[config.mk]
export PLATFORM = sky130hd
export DESIGN_NAME = fbp_gate
export DESIGN_NICKNAME = d
export VERILOG_FILES = /design/src/fbp_pkg.sv /design/src/fbp_eng_if.sv /design/src/fbp_engine.sv /design/src/fbp_gate.sv
export VERILOG_INCLUDE_DIRS = /design/src
export SDC_FILE = /design/constraint.sdc
export NUM_CORES = 1
export LEC_CHECK = 0
export BUFFER_PORTS_ARGS = -buffer_cell sky130_fd_sc_hd__buf_2
export CAP_MARGIN = 20
export CORE_AREA = 2 2 157 159
export CTS_BUF_LIST = sky130_fd_sc_hd__clkbuf_4 sky130_fd_sc_hd__clkbuf_8
export DETAILED_ROUTE_END_ITERATION = 7
export DIE_AREA = 0 0 159 161
export PLACE_DENSITY = 0.67
export SETUP_SLACK_MARGIN = 0.15
export SLEW_MARGIN = 5
export SYNTH_ARGS = -nofsm -noshare
export SYNTH_HDL_FRONTEND = slang
export SYNTH_HIERARCHICAL = 1
export SYNTH_SLANG_ARGS = --single-unit
[constraint.sdc]
create_clock -name mclk_i -period 3.6 [get_ports mclk_i]
set_input_delay 0.72 -clock mclk_i [delete_from_list [all_inputs] [get_ports mclk_i]]
set_output_delay 0.72 -clock mclk_i [all_outputs]
set_load 0.02 [all_outputs]
[src/fbp_defines.svh]
`ifndef FBP_DEFINES_SVH
`define FBP_DEFINES_SVH

// ==========================================================
// Array geometry
// ==========================================================
`define FBP_FLASH_BYTES   65536
`define FBP_ADDR_W        16
`define FBP_WADDR_W       14
`define FBP_DATA_W        32
`define FBP_BLK_LSB       10
`define FBP_REG_LSB       11
`define FBP_NUM_REGIONS   32
`define FBP_REG_IDX_W     5
`define FBP_WORD_IDX_W    8
`define FBP_LAST_WORD     8'hFF

// ==========================================================
// Values
// ==========================================================
`define FBP_ERASED_WORD   32'hFFFFFFFF
`define FBP_ZERO_WORD     32'h00000000

`endif

[src/fbp_pkg.sv]
package fbp_pkg;
  typedef enum logic [1:0] {
    FBP_SRC_NONE,
    FBP_SRC_FETCH,
    FBP_SRC_DATA
  } fbp_src_t;

  typedef enum logic [1:0] {
    FBP_ENG_IDLE,
    FBP_ENG_ERASE,
    FBP_ENG_PROG
  } fbp_eng_st_t;
endpackage
[src/fbp_eng_if.sv]
`timescale 1ns/1ps
`include "fbp_defines.svh"

interface fbp_eng_if;
  logic                      start;
  logic                      erase;
  logic [`FBP_WADDR_W-1:0]   addr;
  logic [`FBP_DATA_W-1:0]    wdata;
  logic                      busy;
  logic                      done;
  logic                      arr_en;
  logic                      arr_we;
  logic [`FBP_WADDR_W-1:0]   arr_addr;
  logic [`FBP_DATA_W-1:0]    arr_wdata;

  modport gate (output start, erase, addr, wdata,
                input  busy, done, arr_en, arr_we, arr_addr, arr_wdata);
  modport eng  (input  start, erase, addr, wdata,
                output busy, done, arr_en, arr_we, arr_addr, arr_wdata);
endinterface

[src/fbp_engine.sv]
`timescale 1ns/1ps
`include "fbp_defines.svh"

module fbp_engine
  import fbp_pkg::*;
(
  input  wire logic mclk_i,
  input  wire logic reset_i,
  fbp_eng_if.eng    eng
);

  typedef struct packed {
    fbp_eng_st_t                st;
    logic [`FBP_WORD_IDX_W-1:0] cnt;
    logic [`FBP_WADDR_W-1:0]    addr;
    logic [`FBP_DATA_W-1:0]     wdata;
    logic                       done;
  } fbp_eng_q_t;

  fbp_eng_q_t q;
  fbp_eng_q_t d;

  // ==========================================================
  // Sequencer
  // ==========================================================
  always_comb begin
    d      = q;
    d.done = 1'b0;
    case (q.st)
      FBP_ENG_IDLE: begin
        if (eng.start) begin
          if (eng.erase) begin
            // Whole 1 KB block only, from its first word
            d.st   = FBP_ENG_ERASE;
            d.addr = {eng.addr[`FBP_WADDR_W-1:`FBP_WORD_IDX_W],
                      {`FBP_WORD_IDX_W{1'b0}}};
            d.cnt  = '0;
          end else begin
            d.st    = FBP_ENG_PROG;
            d.addr  = eng.addr;
            d.wdata = eng.wdata;
          end
        end
      end
      FBP_ENG_ERASE: begin
        d.cnt  = q.cnt + 8'h01;
        // Word index stays inside the block, never spills over
        d.addr = {q.addr[`FBP_WADDR_W-1:`FBP_WORD_IDX_W],
                  q.addr[`FBP_WORD_IDX_W-1:0] + 8'h01};
        if (q.cnt == `FBP_LAST_WORD) begin
          d.st   = FBP_ENG_IDLE;
          d.done = 1'b1;
        end
      end
      FBP_ENG_PROG: begin
        d.st   = FBP_ENG_IDLE;
        d.done = 1'b1;
      end
      default: begin
        d.st = FBP_ENG_IDLE;
      end
    endcase
  end

  always_ff @(posedge mclk_i or posedge reset_i) begin
    if (reset_i) begin
      q <= '{st: FBP_ENG_IDLE, cnt: '0, addr: '0, wdata: '0, done: 1'b0};
    end else begin
      q <= d;
    end
  end

  assign eng.busy      = (q.st != FBP_ENG_IDLE);
  assign eng.done      = q.done;
  assign eng.arr_en    = (q.st != FBP_ENG_IDLE);
  assign eng.arr_we    = (q.st != FBP_ENG_IDLE);
  assign eng.arr_addr  = q.addr;
  assign eng.arr_wdata = (q.st == FBP_ENG_ERASE) ? `FBP_ERASED_WORD
                                                 : q.wdata;

endmodule

[src/fbp_gate.sv]
`timescale 1ns/1ps
`include "fbp_defines.svh"

// Functional notes
// - The gate decodes the full 64 KB flash range on every access path.
// - Erase acts on one whole 1 KB block, each block erased on its own.
// - After an erase every bit of that block is one and no other block moves.
// - Protection is held per 2 KB region of two blocks, each independent.
// - Each region can be set read-only or execute-only.
// - Erase and program to a read-only region are refused.
// - An execute-only region is readable only by instruction fetch.
// - Data-path and debugger reads of an execute-only region are denied.
module fbp_gate
  import fbp_pkg::*;
(
  input  wire logic                       mclk_i,
  input  wire logic                       reset_i,
  // Instruction fetch
  input  wire logic                       if_req_i,
  input  wire logic [`FBP_ADDR_W-1:0]     if_addr_i,
  output logic                            if_gnt_o,
  output logic                            if_ack_o,
  output logic [`FBP_DATA_W-1:0]          if_rdata_o,
  // Data read, processor or debugger
  input  wire logic                       dr_req_i,
  input  wire logic                       dr_dbg_i,
  input  wire logic [`FBP_ADDR_W-1:0]     dr_addr_i,
  output logic                            dr_gnt_o,
  output logic                            dr_ack_o,
  output logic                            dr_err_o,
  output logic [`FBP_DATA_W-1:0]          dr_rdata_o,
  // Erase / program
  input  wire logic                       pg_req_i,
  input  wire logic                       pg_erase_i,
  input  wire logic [`FBP_ADDR_W-1:0]     pg_addr_i,
  input  wire logic [`FBP_DATA_W-1:0]     pg_wdata_i,
  output logic                            pg_gnt_o,
  output logic                            pg_busy_o,
  output logic                            pg_done_o,
  output logic                            pg_err_o,
  // Protection settings, one bit per region
  input  wire logic [`FBP_NUM_REGIONS-1:0] prot_ro_i,
  input  wire logic [`FBP_NUM_REGIONS-1:0] prot_xo_i,
  // Violation flag
  input  wire logic                       viol_clr_i,
  output logic                            violation_o,
  // Flash array, one-cycle read latency
  output logic                            arr_en_o,
  output logic                            arr_we_o,
  output logic [`FBP_WADDR_W-1:0]         arr_addr_o,
  output logic [`FBP_DATA_W-1:0]          arr_wdata_o,
  input  wire logic [`FBP_DATA_W-1:0]     arr_rdata_i
);

  typedef struct packed {
    fbp_src_t                src;
    logic                    src_err;
    logic                    if_ack;
    logic                    dr_ack;
    logic                    dr_err;
    logic [`FBP_DATA_W-1:0]  rdata;
    logic                    start;
    logic                    erase;
    logic [`FBP_WADDR_W-1:0] addr;
    logic [`FBP_DATA_W-1:0]  wdata;
    logic                    pg_done;
    logic                    pg_err;
    logic                    viol;
  } fbp_gate_q_t;

  fbp_gate_q_t q;
  fbp_gate_q_t d;

  fbp_eng_if eng ();

  fbp_engine u_engine (
    .mclk_i  (mclk_i),
    .reset_i (reset_i),
    .eng     (eng.eng)
  );

  // ==========================================================
  // Per-region protection
  // ==========================================================
  logic [`FBP_NUM_REGIONS-1:0] reg_lock;

  // Either kind of protection freezes the region's contents
  for (genvar r = 0; r < `FBP_NUM_REGIONS; r++) begin : g_lock
    assign reg_lock[r] = prot_ro_i[r] || prot_xo_i[r];
  end

  // ==========================================================
  // Decode and arbitration
  // ==========================================================
  logic                        free;
  logic                        if_take;
  logic                        dr_take;
  logic                        pg_take;
  logic [`FBP_REG_IDX_W-1:0]   dr_reg;
  logic [`FBP_REG_IDX_W-1:0]   pg_reg;
  logic                        dr_deny;
  logic                        pg_deny;

  // Full 16-bit byte address, so all 64 KB decode with no alias
  assign dr_reg  = dr_addr_i[`FBP_ADDR_W-1:`FBP_REG_LSB];
  assign pg_reg  = pg_addr_i[`FBP_ADDR_W-1:`FBP_REG_LSB];

  // Engine owns the array while busy, so reads simply wait
  assign free     = !eng.busy && !q.start;
  assign if_gnt_o = free;
  assign dr_gnt_o = free && !if_req_i;
  assign pg_gnt_o = free && !if_req_i && !dr_req_i;
  assign if_take  = if_req_i && if_gnt_o;
  assign dr_take  = dr_req_i && dr_gnt_o;
  assign pg_take  = pg_req_i && pg_gnt_o;

  // Fetch is never checked: both protections still allow fetch
  // Debugger reads get exactly the data-path answer
  assign dr_deny = prot_xo_i[dr_reg];
  assign pg_deny = reg_lock[pg_reg];

  // ==========================================================
  // State update
  // ==========================================================
  always_comb begin
    d         = q;
    d.if_ack  = 1'b0;
    d.dr_ack  = 1'b0;
    d.dr_err  = 1'b0;
    d.pg_done = eng.done;
    d.pg_err  = 1'b0;
    d.start   = 1'b0;
    d.src     = FBP_SRC_NONE;
    d.src_err = 1'b0;
    // Answer to the read issued last cycle
    case (q.src)
      FBP_SRC_FETCH: begin
        d.if_ack = 1'b1;
        d.rdata  = arr_rdata_i;
      end
      FBP_SRC_DATA: begin
        d.dr_ack = 1'b1;
        d.dr_err = q.src_err;
        // Denied read returns zero, never array data
        d.rdata  = q.src_err ? `FBP_ZERO_WORD : arr_rdata_i;
      end
      default: begin
        d.rdata = q.rdata;
      end
    endcase
    if (if_take) begin
      d.src = FBP_SRC_FETCH;
    end else if (dr_take) begin
      d.src     = FBP_SRC_DATA;
      d.src_err = dr_deny;
    end else if (pg_take) begin
      if (pg_deny) begin
        d.pg_err = 1'b1;
      end else begin
        d.start = 1'b1;
        d.erase = pg_erase_i;
        d.addr  = pg_addr_i[`FBP_ADDR_W-1:2];
        d.wdata = pg_wdata_i;
      end
    end
    // Set wins over clear
    if (viol_clr_i) begin
      d.viol = 1'b0;
    end
    if ((dr_take && !if_take && dr_deny) ||
        (pg_take && !if_take && !dr_take && pg_deny)) begin
      d.viol = 1'b1;
    end
  end

  always_ff @(posedge mclk_i or posedge reset_i) begin
    if (reset_i) begin
      q <= '{src: FBP_SRC_NONE, src_err: 1'b0, if_ack: 1'b0, dr_ack: 1'b0,
             dr_err: 1'b0, rdata: '0, start: 1'b0, erase: 1'b0, addr: '0,
             wdata: '0, pg_done: 1'b0, pg_err: 1'b0, viol: 1'b0};
    end else begin
      q <= d;
    end
  end

  // ==========================================================
  // Engine and array
  // ==========================================================
  assign eng.start = q.start;
  assign eng.erase = q.erase;
  assign eng.addr  = q.addr;
  assign eng.wdata = q.wdata;

  // Denied reads never enable the array
  always_comb begin
    if (eng.busy) begin
      arr_en_o    = eng.arr_en;
      arr_we_o    = eng.arr_we;
      arr_addr_o  = eng.arr_addr;
      arr_wdata_o = eng.arr_wdata;
    end else begin
      arr_en_o    = if_take || (dr_take && !dr_deny);
      arr_we_o    = 1'b0;
      arr_addr_o  = if_take ? if_addr_i[`FBP_ADDR_W-1:2]
                            : dr_addr_i[`FBP_ADDR_W-1:2];
      arr_wdata_o = `FBP_ZERO_WORD;
    end
  end

  assign if_ack_o    = q.if_ack;
  assign if_rdata_o  = q.rdata;
  assign dr_ack_o    = q.dr_ack;
  assign dr_err_o    = q.dr_err;
  assign dr_rdata_o  = q.rdata;
  assign pg_busy_o   = eng.busy || q.start;
  assign pg_done_o   = q.pg_done;
  assign pg_err_o    = q.pg_err;
  assign violation_o = q.viol;

endmodule

==> results.md, run 1 <==
- Run status: finished, final reports clean
- Mean area per synthesized cell: 10.16 µm²
- Final Max Tran Viols: 0
- Number of distinct standard cells referenced by the synthesized netlist: 61
- Part of the total power dissipated in the clock network: 16.0%
- Final min period: 3.213 ns
- Global placement routability congestion: 0.8497
- Number of buffer cells added on primary ports: 298
- Number of antenna violations at the first check in global routing: 0
- FF/Latch Area: 0.003654 mm²
- Global routing usage summed across all routing layers: 16.00%
- Hold/Removal Path Class: flip-flop to flip-flop
- Chain of cells forming the critical path: inv_1, ha_1, buf_4, inv_1, nor2_2, inv_1, nor2_1, and2_2, a221o_1, buf_2
- Transition time at the pin with the least slew margin: 0.7297 ns
- Layout filler cell count: 2407
- Most common library cell in the layout ignoring fill and taps: sky130_fd_sc_hd__buf_2
- Wire length of the first global-routing pass: 33.14 mm
- Die outline area: 0.02560 mm²
- Number of buffers inserted during clock tree synthesis: 17
- Pwr dens: 808.9 mW/mm²
- Clk slew on worst S/H paths: 0.08 ns
- CP bufs+invs: 5
- Placed insts: 1317
- Commonest register cell after synthesis: sky130_fd_sc_hd__dfrtp_1
- Number of enable flip-flop cells after synthesis: 0
- GR Layer Usage met2: 26.40%
- Seq cells post-synth: 146
- Busiest grt layer: met2
- Routing usage on met1: 21.76%
- I/O pin total: 306
- Share of total power consumed by net switching: 42.46%
- Highest cell delay on the worst timing path: 0.37 ns
- CP max FO: 11
- Total leakage power: 5.028 nW
- Fraction of the yosys area taken by sequential cells: 44.49%
- Fmax: 0.3112 GHz
- Cell area after synthesis: 0.008213 mm²
- Max cap viols: 0
- Multi-input logic area: 0.003611 mm²
- Count of mapped cells out of synthesis: 808
- Family with the most delay on the worst path: buffers and inverters
- Final instance count without filler cells: 1349
- Height of the die: 161 µm
- Synth area leaders: sky130_fd_sc_hd__dfrtp_1, sky130_fd_sc_hd__buf_4, sky130_fd_sc_hd__nand2_1, sky130_fd_sc_hd__mux2_2, sky130_fd_sc_hd__mux2_4
- Post-Route Skew: 0.01149 ns
- Maximum buffer depth of the clock tree: 2
- Cell accounting for the most synthesized area: sky130_fd_sc_hd__dfrtp_1
- Internal Dissipation: 4.535 mW
- Later-pin clock latency in the skew report: 0.44 ns
- CTS tree: built
- Number of placement rows: 57
- Drt initial violations: 255
- Fraction of registers with async set or reset after synthesis: 100.0%
- Drt drc: 0
- Most frequent cells in the layout: sky130_fd_sc_hd__buf_2, sky130_fd_sc_hd__dfrtp_1, sky130_fd_sc_hd__nand2_1, sky130_fd_sc_hd__o21ai_0, sky130_fd_sc_hd__and2_1
- Post-layout util: 40.66%
- Setup TNS after final layout: 0 ns
- Vias post-DR: 6428
- Ant. Diodes: 0
- Post-Syn Nets: 1000
- Global route overflow: 0
- Slowest-stage cell, CP: sky130_fd_sc_hd__dfrtp_1
- Combinational power share: 48.4%
- Wirelength per Cell: 15.11 µm
- Length of the first detailed-routing pass in iterations: 5
- Maximum level of the CTS H-tree: 4
- Sequential cell fraction of total power: 35.6%
- Number of nets in the layout: 1204
- CTS Root Buffer Type: sky130_fd_sc_hd__clkbuf_8
- Synthesis warning total: 6
- Launching element type of the critical path: flip-flop
- Worst Path Required: 2.88 ns
- Worst Path Arrival: 2.49 ns
- Core Area: 0.02396 mm²
- Worst vdd ir: 591.0 µV
- Routed wire length: 20.39 mm
- Switching Power: 3.346 mW
- Critical Path End Type: output pin
- Largest net degree at the start of global routing: 90
- Fraction of final layout cells with drive strength greater than 1: 43.41%
- Area overhead of the layout relative to synthesis: 18.63%
- Share of Yosys cell area claimed by the top area cell type: 44.49%
- Placed wire-length estimate: 14.75 mm
- Met3 track demand over resource in global routing: 2.825%
- Count of nets left with antenna violations after detail routing: 0
- Unrepaired setup endpoints after global routing: false
- Type of the worst setup path: flip-flop to output pin
- Ratio of final minimum period to clock period: 89.25%
- Average via count per standard cell: 4.765
- Final hold violations: 0
- Clk sinks: 146
- Die width: 159 µm
- Slew Limit Headroom: 51.35%
- Final setup violating endpoints: 0
- Critical Path Most Common Cell: sky130_fd_sc_hd__inv_1
- Number of global-route vias before repair: 6353
- Initial core utilization: 34.27%
- CTS Hold Bufs: 0
## registers in the layout, summed over array words and instances (netlist names), 3 cells and up
register / count
dr_rdata_o: 32
eng.addr: 14
eng.wdata: 32
q: 3
u_engine/eng.arr_addr: 14
u_engine/q: 42
## per-layer routing
metal  wire [µm]  share of wire, %
met4         233               1.1
met5           0                 0
met2        9622                47
met3        1074               5.3
met1        9459                46
## logic make-up after synthesis
| group | share of synthesized area [%] |
|---|---|
| muxes | 14.47 |
| AOI/OAI and AO/OA | 10.02 |
| and+or+nand+nor | 18.14 |
| buffers and inverters | 11.65 |
| adders and majority gates | 1.219 |
| DFF | 44.49 |
## metrics by stage
stage,worst slack [ns],instance area [µm²],power (mW),hold slack [ns]
2_1_floorplan,0.3685,8213,6.052,0.3312
3_3_place_gp,0.3182,9321,6.595,0.3393
3_5_place_dp,0.2734,9349,6.691,0.3462
4_1_cts,0.2492,9738,8.002,0.3667
5_1_grt,0.1692,9743,8.507,0.3678
6_report,0.3870,9743,7.881,0.3617
## power by group through the flow
stage	Clock [mW]	Sequential [mW]	Combinational, mW
2_1_floorplan	0	2.70	3.35
3_3_place_gp	0	2.81	3.79
3_5_place_dp	0	2.84	3.86
4_1_cts	1.32	2.81	3.87
5_1_grt	1.40	2.91	4.20
6_report	1.26	2.80	3.82
## timing repair
| item | 4_1_cts | 5_1_grt |
|---|---|---|
| gates resized for setup | 1 | 3 |
| endpoints found under the setup margin | 14 | 15 |
| setup buffers | 0 | 0 |
## path summary, 6_finish.rpt
kind / end / slack (ns) / startpoint / cells past startpoint
max: arr_en_o / 0.39 / u_engine/q[55]$_DFFE_PP0P_ / 10
min: pg_done_o$_DFF_PP0_ / 0.36 / u_engine/eng.done$_DFF_PP0_ / 0
max reg2reg: eng.wdata[14]$_DFFE_PP0P_ / 0.56 / u_engine/q[55]$_DFFE_PP0P_ / 12
min reg2reg: pg_done_o$_DFF_PP0_ / 0.36 / u_engine/eng.done$_DFF_PP0_ / 0
max in group asynchronous: u_engine/eng.arr_addr[9]$_DFFE_PP0P_ / 2.35 / reset_i / 3
min in group asynchronous: eng.wdata[11]$_DFFE_PP0P_ / 0.40 / reset_i / 3
## synth_stat cells, drive strengths merged, types with 3 or more instances
cell type and number:
a2111oi 4, a211oi 5, a21boi 3, a21oi 10
a22oi 20, a31oi 3, and2 38, buf 103
clkbuf 22, dfrtp 146, ha 8, inv 14
mux2 78, mux2i 22, nand2 123, nand2b 17
nand3 12, nand4 5, nor2 18, nor2b 7
nor3 13, nor3b 4, nor4 5, o21ai 44
o22ai 5, o311ai 8, or2 32, or3 3
or4 6
## final cells by class
| type | count | share of cell area, % |
|---|---|---|
| sequential | 146 | 37.50 |
| multi-input combinational | 522 | 37.06 |
| clock inverter | 13 | 1.297 |
| inverter | 15 | 0.6036 |
| clock buffer | 19 | 2.684 |
| timing repair buffer | 310 | 16.69 |
| tap | 324 | 4.161 |
## worst reg2reg max path, delay by kind of cell, from the launching register on
family | cells | cell delay (ns)
buf+inv | 5 | 1.03
mux | 1 | 0.42
flops | 1 | 0.40
fa+ha+maj | 1 | 0.17
compound gates | 3 | 0.32
simple gates | 2 | 0.58
Note: power is estimated with default switching activity, not from simulation.
==> run 2: changes to the inputs <==
- CTS_BUF_LIST: sky130_fd_sc_hd__clkbuf_4 sky130_fd_sc_hd__clkbuf_8 -> default
- PLACE_DENSITY: 0.67 -> 0.7
- clock period: 3.6 -> 2.8 ns (I/O delays scaled with it)
==> run 2 against run 1 <==
Against the previous run: design area is 7.3% higher; worst setup slack got worse by 0.23 ns; clock-buffer cell count down 2; clock skew rose by 0.0024 ns; non-clock buffer count is 33 higher; critical path depth shrank 1; clock power increased by 81%; via count rose by 4.1%.
==> results.md, run 2 (synthesis results as in run 1) <==
- Count of nets left with antenna violations after detail routing: 0
- Later-pin clock latency in the skew report: 0.42 ns
- Transition time at the pin with the least slew margin: 0.6989 ns
- Share of total power consumed by net switching: 41.89%
- Die width: 159 µm
- Layout filler cell count: 2387
- Type of the worst setup path: primary input to flip-flop
- Final Max Tran Viols: 0
- Global route overflow: 0
- Worst Path Required: 3.10 ns
- Number of antenna violations at the first check in global routing: 1
- Clk sinks: 146
- Worst Path Arrival: 2.94 ns
- Maximum level of the CTS H-tree: 4
- Fraction of final layout cells with drive strength greater than 1: 46.98%
- Sequential cell fraction of total power: 32.3%
- Placed wire-length estimate: 16.07 mm
- Drt initial violations: 303
- I/O pin total: 306
- Run status: finished, final reports clean
- Wirelength per Cell: 15.90 µm
- Number of placement rows: 57
- Worst vdd ir: 851.2 µV
- CTS Root Buffer Type: sky130_fd_sc_hd__clkbuf_16
- Clk slew on worst S/H paths: 0.07 ns
- Placed insts: 1342
- Initial core utilization: 34.27%
- Part of the total power dissipated in the clock network: 20.3%
- Number of buffers inserted during clock tree synthesis: 17
- Crit. Startpoint: pg_addr_i[11]
- Post-DP Area: 0.009624 mm²
- Final min period: 2.641 ns
- Vias post-DR: 6689
- Core Area: 0.02396 mm²
- Hold slack final: 0.2691 ns
- Post-Route Skew: 0.01390 ns
- Number of nets in the layout: 1237
- Unrepaired setup endpoints after global routing: true
- CP max FO: 11
- Maximum buffer depth of the clock tree: 2
- Average via count per standard cell: 4.837
- Largest register FFs: 42
- Critical Path Most Common Cell: sky130_fd_sc_hd__or4_4
- Slew Limit Headroom: 53.34%
- Internal Dissipation: 6.516 mW
- Slack of the critical path: 0.1588 ns
- Final instance count without filler cells: 1383
- Combinational power share: 47.4%
- Routed wire length: 21.99 mm
- Chain of cells forming the critical path: buf_4, nor4_2, or4_4, o32ai_1, or4_4, o31ai_4, buf_12, clkbuf_16, mux2_4
- Pre-CTS WS: -0.2718 ns
- CTS tree: built
- Height of the die: 161 µm
- Top reg by flops: u_engine/q
- Highest cell delay on the worst timing path: 0.59 ns
- Global placement routability congestion: 0.9133
- Fmax: 0.3786 GHz
- Launching element type of the critical path: primary input
- Layout Cell Area excl Fill: 0.01045 mm²
- Setup TNS after final layout: 0 ns
- Most frequent cells in the layout: sky130_fd_sc_hd__buf_2, sky130_fd_sc_hd__dfrtp_1, sky130_fd_sc_hd__nand2_1, sky130_fd_sc_hd__o21ai_0, sky130_fd_sc_hd__buf_4
- Length of the first detailed-routing pass in iterations: 5
- Number of buffer cells added on primary ports: 298
- Number of global-route vias before repair: 6602
- Hold/Removal Path Class: primary input to asynchronous set/reset pin
- Die outline area: 0.02560 mm²
- Max cap viols: 0
- Pwr dens: 1073 mW/mm²
- Most common library cell in the layout ignoring fill and taps: sky130_fd_sc_hd__buf_2
- Final setup violating endpoints: 0
- Drt drc: 0
- Area overhead of the layout relative to synthesis: 27.29%
- Critical Path End Type: flip-flop
- Total leakage power: 5.347 nW
- Global routing usage summed across all routing layers: 16.81%
- Ratio of final minimum period to clock period: 94.33%
- Slowest-stage cell, CP: sky130_fd_sc_hd__or4_4
- Switching Power: 4.698 mW
- Startpoint of the most critical register-to-register path: u_engine/q[55]$_DFFE_PP0P_
- Wire length of the first global-routing pass: 34.71 mm
- Final hold violations: 0
- Largest net degree at the start of global routing: 90
## run 2: cell types whose count changed in the layout (fill, tap and decap cells not counted), sizes merged
cell,change
buf,+31
clkinv,+5
bufinv,-1
clkinvlp,-1
diode,+1
inv,-1
## run 2: repair_timing
| action | 4_1_cts | 5_1_grt |
|---|---|---|
| endpoints found under the setup margin | 17 | 53 |
| setup buffers | 1 | 5 |
| pin swaps | 1 | 8 |
| gates cloned | 0 | 2 |
| resized for setup | 3 | 22 |
| hold buffers | 0 | 0 |
## run 2: power by group through the flow
stage | combinational (mW) | sequential (mW) | clock, mW
after floorplan | 4.39 | 3.48 | 0
after global placement | 5.10 | 3.60 | 0
after detailed placement | 5.19 | 3.66 | 0
after CTS | 5.23 | 3.62 | 2.35
after global routing | 5.78 | 3.75 | 2.45
final | 5.32 | 3.62 | 2.28
## run 2: path summary, 6_finish.rpt
check	end	slack (ns)	cells past startpoint
setup reg to reg	eng.addr[5]$_DFFE_PP0P_	0.27	12
max in group asynchronous	u_engine/eng.arr_addr[12]$_DFFE_PP0P_	1.90	3
hold / removal	u_engine/q[8]$_DFFE_PP0P_	0.27	2
hold reg to reg	pg_done_o$_DFF_PP0_	0.36	0
setup / recovery	eng.addr[5]$_DFFE_PP0P_	0.16	9
min in group mclk_i	eng.wdata[22]$_DFFE_PP0P_	0.35	2
## run 2: per-stage QoR
step / util, % / power [mW]
after detailed placement: 40.16 / 8.850
after global placement: 40.16 / 8.707
after CTS: 42.82 / 11.21
after floorplan: - / 7.870
after global routing: 43.62 / 11.97
final: 43.62 / 11.21
## run 2: cell type report
class | instances | area (µm²) | share of cell area, %
antenna | 1 | 2.502 | 0.02394
clock inverter | 15 | 191.4 | 1.831
multi-input combinational | 522 | 3736 | 35.74
tap | 324 | 405.4 | 3.878
timing repair buffer | 343 | 1977 | 18.91
inverter | 15 | 62.56 | 0.5984
clock buffer | 17 | 425.4 | 4.069
sequential | 146 | 3654 | 34.95
## run 2: layer usage
layer | vias to the layer above | routed length [µm] | GRT usage (%) | part of all wire, %
met4 | 0 | 303 | 4.380 | 1.4
met2 | 242 | 10790 | 28.46 | 49
met3 | 19 | 1150 | 3.082 | 5.2
met1 | 3229 | 9749 | 22.30 | 44
met5 | - | 0 | 0 | 0
li1 | 3199 | - | - | -
## run 2: critical path, delay by kind of cell
kind                   cells  cell delay [ns]
AO/OA/AOI/OAI              2             0.43
AND/OR/NAND/NOR            3             1.09
multiplexers               1             0.31
buffers and inverters      3             0.54
